===== src/hdl/wdt_consts.svh =====
// Offsets, field positions, reset values and timing figures of the watchdog
`ifndef WDT_CONSTS_SVH
`define WDT_CONSTS_SVH

// ==========================================================
// Register byte offsets on the APB side
`define WDT_CFG_OFS 12'h000
`define WDT_RCTL_OFS 12'h004
`define WDT_COUNT_OFS 12'h008
`define WDT_CMD_OFS 12'h00c

// ==========================================================
// Configuration word fields
`define WDT_CFG_POST_LSB 0
`define WDT_CFG_PRE_BIT 4
`define WDT_CFG_WIN_BIT 6
`define WDT_CFG_FEN_BIT 7
`define WDT_CFG_RST 8'h40

// ==========================================================
// Reset-control word fields
`define WDT_RC_SWEN_BIT 5
`define WDT_RC_TO_BIT 4
`define WDT_RC_SLEEP_BIT 3
`define WDT_RC_IDLE_BIT 2

// ==========================================================
// Command word fields (write only, self clearing)
`define WDT_CMD_KICK_BIT 0
`define WDT_CMD_SLEEP_BIT 1
`define WDT_CMD_IDLE_BIT 2

// ==========================================================
// Prescaler terminal counts and timing
`define WDT_PRE5_LAST 7'h1f
`define WDT_PRE7_LAST 7'h7f
`define WDT_PRE5_SHIFT 5
`define WDT_PRE7_SHIFT 7
`define WDT_CLK_PERIOD_NS 100
`define WDT_LOW_POWER_RC_CLOCK_PERIOD_NS 31250

`endif


===== src/hdl/wdt_pkg.sv =====
// Types shared by the watchdog design files
package wdt_pkg;

  // ==========================================================
  // Power mode of the core as seen by the watchdog
  typedef enum logic [1:0] {
    PM_RUN = 2'b00,
    PM_SLEEP = 2'b01,
    PM_IDLE = 2'b10
  } power_mode_t;

  // ==========================================================
  // Configuration word
  typedef struct packed {
    logic force_enable_cfg;
    logic window_disable;
    logic prescale_select;
    logic [3:0] postscale_select;
  } wdt_cfg_t;

  // Reset-control bits held by the block
  typedef struct packed {
    logic soft_enable;
    logic timeout_flag;
    logic sleep_flag;
    logic idle_flag;
  } rst_ctl_t;

  // Events arriving from the rest of the device
  typedef struct packed {
    logic sys_reset;
    logic clk_switch_done;
    logic fscm_switch_done;
    logic wake_event;
  } sys_event_t;

  // State of the slow tick generator
  typedef struct packed {
    logic [8:0] div_cnt;
    logic tick;
  } tick_state_t;

  // State of the watchdog core
  typedef struct packed {
    wdt_cfg_t cfg;
    rst_ctl_t rc;
    power_mode_t mode;
    logic [6:0] pre_cnt;
    logic [15:0] post_cnt;
    logic [31:0] prdata;
    logic dev_reset;
    logic wake;
  } wdt_state_t;

endpackage


===== src/hdl/low_power_rc_clock_tick_gen.sv =====
// Low-power RC clock model: one-cycle tick at the nominal 32 kHz rate
`timescale 1ns/1ps
`default_nettype none
`include "wdt_consts.svh"

module low_power_rc_clock_tick_gen (
  input wire logic pclk,
  input wire logic presetn,
  input wire logic ce,
  input wire logic clock_on,
  output logic tick
);

  // Cycles of pclk per slow period, rounded down
  localparam int TICK_CYC = `WDT_LOW_POWER_RC_CLOCK_PERIOD_NS / `WDT_CLK_PERIOD_NS;
  localparam logic [8:0] TICK_LAST = 9'(TICK_CYC - 1);

  wdt_pkg::tick_state_t s_reg; // Registered state
  wdt_pkg::tick_state_t s_next; // Next state

  // ==========================================================
  // Divider
  // Divider restarts whenever the source is off, so the first tick after
  // enabling always comes one full slow period later
  always_comb begin
    s_next = s_reg;
    s_next.tick = 1'b0;
    if (!clock_on) begin
      s_next.div_cnt = 9'h000;
    end else if (s_reg.div_cnt == TICK_LAST) begin
      s_next.div_cnt = 9'h000;
      s_next.tick = 1'b1;
    end else begin
      s_next.div_cnt = s_reg.div_cnt + 9'h001;
    end
  end

  // State register, frozen while ce is low
  always_ff @(posedge pclk or negedge presetn) begin
    if (!presetn) begin
      s_reg <= '0;
    end else if (ce) begin
      s_reg <= s_next;
    end
  end

  assign tick = s_reg.tick;

endmodule
`default_nettype wire


===== src/hdl/window_watchdog_timer.sv =====
// Window watchdog timer with prescaler, postscaler and APB register access
`timescale 1ns/1ps
`default_nettype none
`include "wdt_consts.svh"

// Behaviour
// - Counter runs on slow RC clock, enable starts it
// - Prescaler divides by 32 or by 128
// - Base timeout 1 ms or 4 ms
// - 4-bit postscaler, ratios 1:1 to 1:32768
// - Device reset zeroes counter and both scalers
// - Completed clock switch clears all counts
// - Entering sleep or idle clears counts
// - Leaving sleep or idle clears counts
// - Kick instruction restarts the timer
// - Timeout in sleep or idle wakes core
// - Timeout flag sticks until software clears it
// - Force-enable bit keeps watchdog always running
// - Otherwise soft enable bit gates running
// - Every device reset clears soft enable
// - Early kick in window mode resets device
// - Prescale bit one selects divide by 128
// - Window bit one selects non-window mode
module window_watchdog_timer (
  input wire logic pclk,
  input wire logic presetn,
  input wire logic ce,
  input wire logic psel,
  input wire logic penable,
  input wire logic pwrite,
  input wire logic [11:0] paddr,
  input wire logic [31:0] pwdata,
  output logic [31:0] prdata,
  output logic pready,
  output logic pslverr,
  input wire wdt_pkg::sys_event_t sys_ev,
  output logic low_power_rc_clock_clock_on,
  output logic device_reset,
  output logic wake_core,
  output wdt_pkg::power_mode_t power_mode
);

  // ==========================================================
  // Declarations
  wdt_pkg::wdt_state_t s_reg; // Registered state
  wdt_pkg::wdt_state_t s_next; // Next state
  logic slow_tick; // One pulse per slow RC period
  logic wdt_run; // Watchdog enabled
  logic acc_wr; // Write access phase completes
  logic addr_ok; // Address decodes to a register
  // Reset pattern of the configuration word, split into fields at reset
  localparam logic [7:0] CFG_RST = `WDT_CFG_RST;

  // ==========================================================
  // Helper functions

  // True when the offset is one of the four registers
  function automatic logic is_mapped(input logic [11:0] a);
    is_mapped = (a == `WDT_CFG_OFS) || (a == `WDT_RCTL_OFS) ||
                (a == `WDT_COUNT_OFS) || (a == `WDT_CMD_OFS);
  endfunction

  // Last postscaler count for a ratio of 2 to the power sel
  function automatic logic [15:0] post_last(input logic [3:0] sel);
    post_last = 16'((17'h00001 << sel) - 17'h00001);
  endfunction

  // Last prescaler count for the chosen mode
  function automatic logic [6:0] pre_last(input logic sel);
    pre_last = sel ? `WDT_PRE7_LAST : `WDT_PRE5_LAST;
  endfunction

  // Elapsed time still outside the final quarter of the period
  function automatic logic is_early(input logic [15:0] post, input logic [6:0] pre,
                                    input logic [3:0] sel, input logic pre_sel);
    logic [24:0] elapsed;
    logic [24:0] total;
    elapsed = pre_sel ? {2'b00, post, pre} : {4'h0, post, pre[4:0]};
    total = (25'h0000001 << sel) << (pre_sel ? `WDT_PRE7_SHIFT : `WDT_PRE5_SHIFT);
    // Early while 4 * elapsed < 3 * total
    is_early = (elapsed << 2) < ((total << 1) + total);
  endfunction

  // Read value for an offset
  function automatic logic [31:0] read_word(input wdt_pkg::wdt_state_t st,
                                            input logic [11:0] a);
    read_word = 32'h00000000;
    unique case (a)
      `WDT_CFG_OFS: begin
        read_word[`WDT_CFG_POST_LSB +: 4] = st.cfg.postscale_select;
        read_word[`WDT_CFG_PRE_BIT] = st.cfg.prescale_select;
        read_word[`WDT_CFG_WIN_BIT] = st.cfg.window_disable;
        read_word[`WDT_CFG_FEN_BIT] = st.cfg.force_enable_cfg;
      end
      `WDT_RCTL_OFS: begin
        read_word[`WDT_RC_SWEN_BIT] = st.rc.soft_enable;
        read_word[`WDT_RC_TO_BIT] = st.rc.timeout_flag;
        read_word[`WDT_RC_SLEEP_BIT] = st.rc.sleep_flag;
        read_word[`WDT_RC_IDLE_BIT] = st.rc.idle_flag;
      end
      `WDT_COUNT_OFS: begin
        read_word = {9'h000, st.pre_cnt, st.post_cnt};
      end
      default: begin
        // Command word and unmapped offsets read as zero
        read_word = 32'h00000000;
      end
    endcase
  endfunction

  // ==========================================================
  // Slow clock source
  // force enable overrides soft enable
  assign wdt_run = s_reg.cfg.force_enable_cfg | s_reg.rc.soft_enable;
  // enabling also turns the RC source on
  assign low_power_rc_clock_clock_on = wdt_run;

  low_power_rc_clock_tick_gen u_tick (
    .pclk(pclk),
    .presetn(presetn),
    .ce(ce),
    .clock_on(wdt_run),
    .tick(slow_tick)
  );

  // ==========================================================
  // APB handshake
  // Zero wait states; an unmapped offset answers with an error
  // Read data is captured in setup, so no wait state is ever needed
  assign addr_ok = is_mapped(paddr);
  assign acc_wr = psel & penable & pwrite & addr_ok;
  assign pready = 1'b1;
  assign pslverr = psel & penable & ~addr_ok;
  assign prdata = s_reg.prdata;

  // ==========================================================
  // Next-state logic
  // Order matters: register writes first, then counting, then the
  // clearing events, so that hardware sets always win over software clears
  always_comb begin
    logic kick; // Kick command accepted in run mode
    logic go_sleep; // Sleep command accepted
    logic go_idle; // Idle command accepted
    logic expire; // Postscaler reached its end this cycle
    logic early; // Kick came before the open window
    logic clear; // Any cause of a counter restart other than a timeout or a device reset
    logic leave; // Leaving a power-save mode
    kick = 1'b0;
    go_sleep = 1'b0;
    go_idle = 1'b0;
    expire = 1'b0;
    early = 1'b0;
    clear = 1'b0;
    leave = 1'b0;
    s_next = s_reg;
    s_next.dev_reset = 1'b0;
    s_next.wake = 1'b0;

    // Read data captured in the setup phase
    if (psel && !penable && !pwrite) begin
      s_next.prdata = read_word(s_reg, paddr);
    end

    // Register writes
    if (acc_wr && paddr == `WDT_CFG_OFS) begin
      s_next.cfg.postscale_select = pwdata[`WDT_CFG_POST_LSB +: 4];
      s_next.cfg.prescale_select = pwdata[`WDT_CFG_PRE_BIT];
      s_next.cfg.window_disable = pwdata[`WDT_CFG_WIN_BIT];
      s_next.cfg.force_enable_cfg = pwdata[`WDT_CFG_FEN_BIT];
    end
    if (acc_wr && paddr == `WDT_RCTL_OFS) begin
      s_next.rc.soft_enable = pwdata[`WDT_RC_SWEN_BIT];
      // flags only clear by writing zero
      s_next.rc.timeout_flag = s_reg.rc.timeout_flag & pwdata[`WDT_RC_TO_BIT];
      // software clears sleep and idle flags
      s_next.rc.sleep_flag = s_reg.rc.sleep_flag & pwdata[`WDT_RC_SLEEP_BIT];
      s_next.rc.idle_flag = s_reg.rc.idle_flag & pwdata[`WDT_RC_IDLE_BIT];
    end
    if (acc_wr && paddr == `WDT_CMD_OFS && s_reg.mode == wdt_pkg::PM_RUN) begin
      kick = pwdata[`WDT_CMD_KICK_BIT];
      go_sleep = pwdata[`WDT_CMD_SLEEP_BIT];
      go_idle = pwdata[`WDT_CMD_IDLE_BIT] & ~pwdata[`WDT_CMD_SLEEP_BIT];
    end

    // prescaler then postscaler, counting on slow ticks
    // wrap of 32 or 128 slow periods gives 1 ms or 4 ms
    if (wdt_run && slow_tick) begin
      if (s_reg.pre_cnt == pre_last(s_reg.cfg.prescale_select)) begin
        s_next.pre_cnt = 7'h00;
        // postscaler ratio of 2 to the power select
        if (s_reg.post_cnt == post_last(s_reg.cfg.postscale_select)) begin
          s_next.post_cnt = 16'h0000;
          expire = 1'b1;
        end else begin
          s_next.post_cnt = s_reg.post_cnt + 16'h0001;
        end
      end else begin
        s_next.pre_cnt = s_reg.pre_cnt + 7'h01;
      end
    end

    // early kick in window mode
    // Only a running watchdog can object to a kick; a stopped one has no period
    early = kick & wdt_run & ~s_reg.cfg.window_disable &
            is_early(s_reg.post_cnt, s_reg.pre_cnt, s_reg.cfg.postscale_select,
                     s_reg.cfg.prescale_select);

    // Leaving sleep or idle by another wake source
    leave = (s_reg.mode != wdt_pkg::PM_RUN) && sys_ev.wake_event;

    // clock switch from software or the fail-safe monitor
    // kick restarts the count
    // Disabling counts as a clear, so enabling always starts a full period
    clear = kick | go_sleep | go_idle | sys_ev.clk_switch_done |
            sys_ev.fscm_switch_done | leave | ~wdt_run;

    // Power-save entry
    // Sleep wins when both command bits are set
    if (go_sleep) begin
      s_next.mode = wdt_pkg::PM_SLEEP;
      s_next.rc.sleep_flag = 1'b1;
    end else if (go_idle) begin
      s_next.mode = wdt_pkg::PM_IDLE;
      s_next.rc.idle_flag = 1'b1;
    end
    if (leave) begin
      s_next.mode = wdt_pkg::PM_RUN;
    end

    if (clear) begin
      s_next.pre_cnt = 7'h00;
      s_next.post_cnt = 16'h0000;
    end

    // Timeout handling; a tick expiring together with a clear is dropped
    // The wake path clears counts itself, as no clear is pending then
    if (expire && !clear && s_reg.mode != wdt_pkg::PM_RUN) begin
      // timeout in sleep or idle wakes the core
      s_next.wake = 1'b1;
      s_next.mode = wdt_pkg::PM_RUN;
      s_next.rc.timeout_flag = 1'b1;
      s_next.pre_cnt = 7'h00;
      s_next.post_cnt = 16'h0000;
    end else if ((expire && !clear) || early) begin
      s_next.dev_reset = 1'b1;
      // flag set by hardware and held
      s_next.rc.timeout_flag = 1'b1;
    end

    // Device reset from the watchdog or from elsewhere
    if (s_next.dev_reset || sys_ev.sys_reset) begin
      // counter and scalers return to zero
      s_next.pre_cnt = 7'h00;
      s_next.post_cnt = 16'h0000;
      s_next.mode = wdt_pkg::PM_RUN;
      s_next.rc.soft_enable = 1'b0;
      // A reset overrides any wake raised in the same cycle
      s_next.wake = 1'b0;
    end
  end

  // ==========================================================
  // State register
  // asynchronous reset zeroes all counts
  // Frozen while ce is low, so a stalled clock loses no count
  always_ff @(posedge pclk or negedge presetn) begin
    if (!presetn) begin
      // Field by field, since the register word has an unused bit 5
      // that the packed struct lacks, so the bit positions differ
      s_reg.cfg.postscale_select <= CFG_RST[`WDT_CFG_POST_LSB +: 4];
      s_reg.cfg.prescale_select <= CFG_RST[`WDT_CFG_PRE_BIT];
      s_reg.cfg.window_disable <= CFG_RST[`WDT_CFG_WIN_BIT];
      s_reg.cfg.force_enable_cfg <= CFG_RST[`WDT_CFG_FEN_BIT];
      s_reg.rc <= '0;
      s_reg.mode <= wdt_pkg::PM_RUN;
      s_reg.pre_cnt <= 7'h00;
      s_reg.post_cnt <= 16'h0000;
      s_reg.prdata <= 32'h00000000;
      s_reg.dev_reset <= 1'b0;
      s_reg.wake <= 1'b0;
    end else if (ce) begin
      s_reg <= s_next;
    end
  end

  // ==========================================================
  // Outputs
  // Straight from flops, so the device reset line never glitches
  assign device_reset = s_reg.dev_reset;
  assign wake_core = s_reg.wake;
  assign power_mode = s_reg.mode;

endmodule
`default_nettype wire


===== config.mk =====
export PLATFORM = sky130hd
export DESIGN_NAME = window_watchdog_timer
export DESIGN_NICKNAME = d
export VERILOG_FILES = /design/src/hdl/wdt_pkg.sv /design/src/hdl/low_power_rc_clock_tick_gen.sv /design/src/hdl/window_watchdog_timer.sv
export VERILOG_INCLUDE_DIRS = /design/src /design/src/hdl
export SDC_FILE = /design/constraint.sdc
export NUM_CORES = 1
export LEC_CHECK = 0
export ABC_AREA = 1
export BUFFER_PORTS_ARGS = -buffer_cell sky130_fd_sc_hd__buf_2
export CAP_MARGIN = 20
export CORE_MARGIN = 3
export CORE_UTILIZATION = 30
export CTS_BUF_LIST = sky130_fd_sc_hd__clkbuf_16
export DETAILED_ROUTE_END_ITERATION = 16
export GPL_TIMING_DRIVEN = 0
export SLEW_MARGIN = 20
export SYNTH_ARGS = -nofsm -noshare
export SYNTH_HDL_FRONTEND = slang
export SYNTH_HIERARCHICAL = 1
export SYNTH_SLANG_ARGS = --single-unit

===== constraint.sdc =====
create_clock -name pclk -period 3.65 [get_ports pclk]
set_input_delay 0.365 -clock pclk [delete_from_list [all_inputs] [get_ports pclk]]
set_output_delay 0.365 -clock pclk [all_outputs]
set_load 0.01 [all_outputs]

==> metrics.yaml <==
dr.first_iter.drc_count: 513
antenna_cells: 0
grt_setup_unrepaired: "yes"
holdCritPathClass: "primary input to flop"
reg2reg_from: "s_reg[63]"
period_minus_slack_ps: 3942
irDropWorstVdd_mv: 0.1879
startpoint_type: "flop"
hold_end: "wake_core"
clock_latency_ps: 350
reg2reg_slack_ps: -290
area_growth_pct: 33.26
design_area_um2: 9044
required_ps: 3920
powerDensity_nw_per_um2: 206.3
synth_seq_cells: 71
mostFrequentLayoutCells: "nand2_1, nor2_1, inv_1"
setup_ws_ps: -291.9
violations: "negative setup slack"
p_leak_nw: 4.487
synth_edf_count: 0
port_buffers: 58
critPathMaxFanout: 6
remaining_drc_errors: 0
totalWireLength_um: 23020
crit_type: "flop to flop"
die_width_um: 156.4
grt_pass1_vias: 6916
critPathCaptureType: "flop"
synth_cell_type_count: 51
cts_buffers: 9
io-pin-count: 93
final_common_cell: "nand2_1"
setup_viol: 27
core_area_um2: 22030
cp_data_arrival_time_ps: 4220
ys_dominant_reg_cell: "dfrtp_1"
hold_start: "sys_ev[3]"
drive_above_1_share: 0.2864
ys_seq_area_frac: 0.2620
clock_skew_ps: 10.75
nets: 1278
synthCells: 1042
instances_no_fill: 1467
largest_reg_flops: 34
critPathTopFamily: "simple AND/OR/NAND/NOR gates"
highest_layer: "met4"
clock_sinks: 71
fin_crit_sh: 1.080
antenna_found_initial: 0
initial_utilization: 0.3081
met1_length_um: 9644
critPathSlowestCell: "dfrtp_2"
dieHeight_um: 156.4
reg2regPathDepth: 29
yosys_warnings: 6
dp_cells: 1389
gr-total-overflow: 0
wl_met2_um: 10920
finalMaxSlewViolations: 0
slowest_delay_ps: 490
async_flop_share: 1.000
wire_per_inst_um: 15.69
relSlewSlack: 0.5869
fmax_mhz: 253.7
worst-path-buf-inv: 9
die_area_um2: 24460
place_hpwl_um: 17010
cp_common_cell: "nand2_2"
hold_depth: 2
grt_max_degree: 54
via_per_inst: 5.080
total_power_mw: 1.866
fin_setup_tns_ps: -6773
worst_pin_slew_ps: 619.7
fin_hold_ws_ps: 242.3
grt_pass1_wl_um: 36070
met3_length_um: 1774
placed_area_um2: 7532
path_clk_slew_ps: 60
hold_viol: 0
synth_area_um2: 6787
root_buffer: "clkbuf_16"
synth.avg_cell_area_um2: 6.513
cap_violations: 0
grt_usage: 0.1842
status: "complete, but fails checks"
drt_pre_antenna_iters: 5
rows: 54
htreeDepth: 3
cts_max_path_buffers: 2
regToRegEndpoint: "s_reg[56]"
detail-route-antenna-nets: 0
cts_tree: "built"
place_ws_ps: -918.2
globalplace.congestion: 0.9973
vias: 7453
post-route-util: 0.4106
==> layout make-up <==
| type | instances | area, um2 |
|---|---|---|
| buffer | 69 | 536.8 |
| clock buffer | 9 | 225.2 |
| clock inverter | 7 | 71.32 |
| fill | 2292 | 12980 |
| inverter | 107 | 435.4 |
| multi-input combinational | 803 | 4795 |
| sequential | 71 | 1780 |
| tap | 280 | 350.3 |
| timing repair buffer | 121 | 849.6 |
==> kinds of logic (layout without fill, tap and decap cells) <==
logic type               after synthesis  count (layout)  synth area share
other                                  2              10          0.001107
XOR/XNOR                              26              26           0.03355
multiplexers                           6               6          0.009955
AND/OR/NAND/NOR                      587             587            0.3750
buffers and inverters                176             313            0.1261
flip-flops                            71              71            0.2620
AO/OA/AOI/OAI                        132             132            0.1138
adder cells (fa/ha/maj)               42              42           0.07854
==> layer usage <==
metal | GRT usage | up-vias
li1 | - | 3652
met1 | 0.2418 | 3472
met2 | 0.3040 | 280
met3 | 0.03678 | 49
met4 | 0.06044 | 0
met5 | 0 | -
==> power breakdown <==
part           internal, mW  switching (mW)
clock                 0.531           0.374
sequential            0.799         0.00721
combinational        0.0684          0.0873
==> synthesized netlist by cell type (6+ instances only) <==
master    instances  area, um2
a21oi_1          32      160.2
buf_4            38      285.3
buf_6             6      67.56
clkbuf_1         17      63.81
dfrtp_1          70       1752
ha_1             41      513.0
inv_1            97      364.1
inv_2            10      37.54
mux2_2            6      67.56
nand2_1         315       1182
nand3_1          85      425.4
nand4_1          28      175.2
nor2_1          107      401.6
nor2_2            6      37.54
nor3_1           17      85.08
o21ai_0          48      240.2
o21ai_1           9      45.04
o31ai_1          13      97.59
xnor2_1           8      70.07
xor2_1           18      157.7
==> repair_timing <==
| action | CTS | global route |
|---|---|---|
| resized for setup | 89 | 96 |
| endpoints found under the setup margin | 28 | 28 |
| endpoints found under the hold margin | 17 | 0 |
| hold buffers | 1 | 0 |
| pin swaps | 51 | 42 |
| buffers inserted | 46 | 13 |
| gates cloned | 2 | 0 |
==> worst max path at each step <==
stage	start	to	slack, ps	cells past startpoint
after floorplan	s_reg[64]	s_reg[43]	1	32
after global placement	s_reg[63]	s_reg[41]	-840	25
after detailed placement	s_reg[63]	s_reg[39]	-920	28
after CTS	s_reg[64]	s_reg[36]	-310	32
after global routing	s_reg[64]	s_reg[43]	-530	33
final	s_reg[63]	s_reg[56]	-290	29
Power figures use the tool's default switching activity.
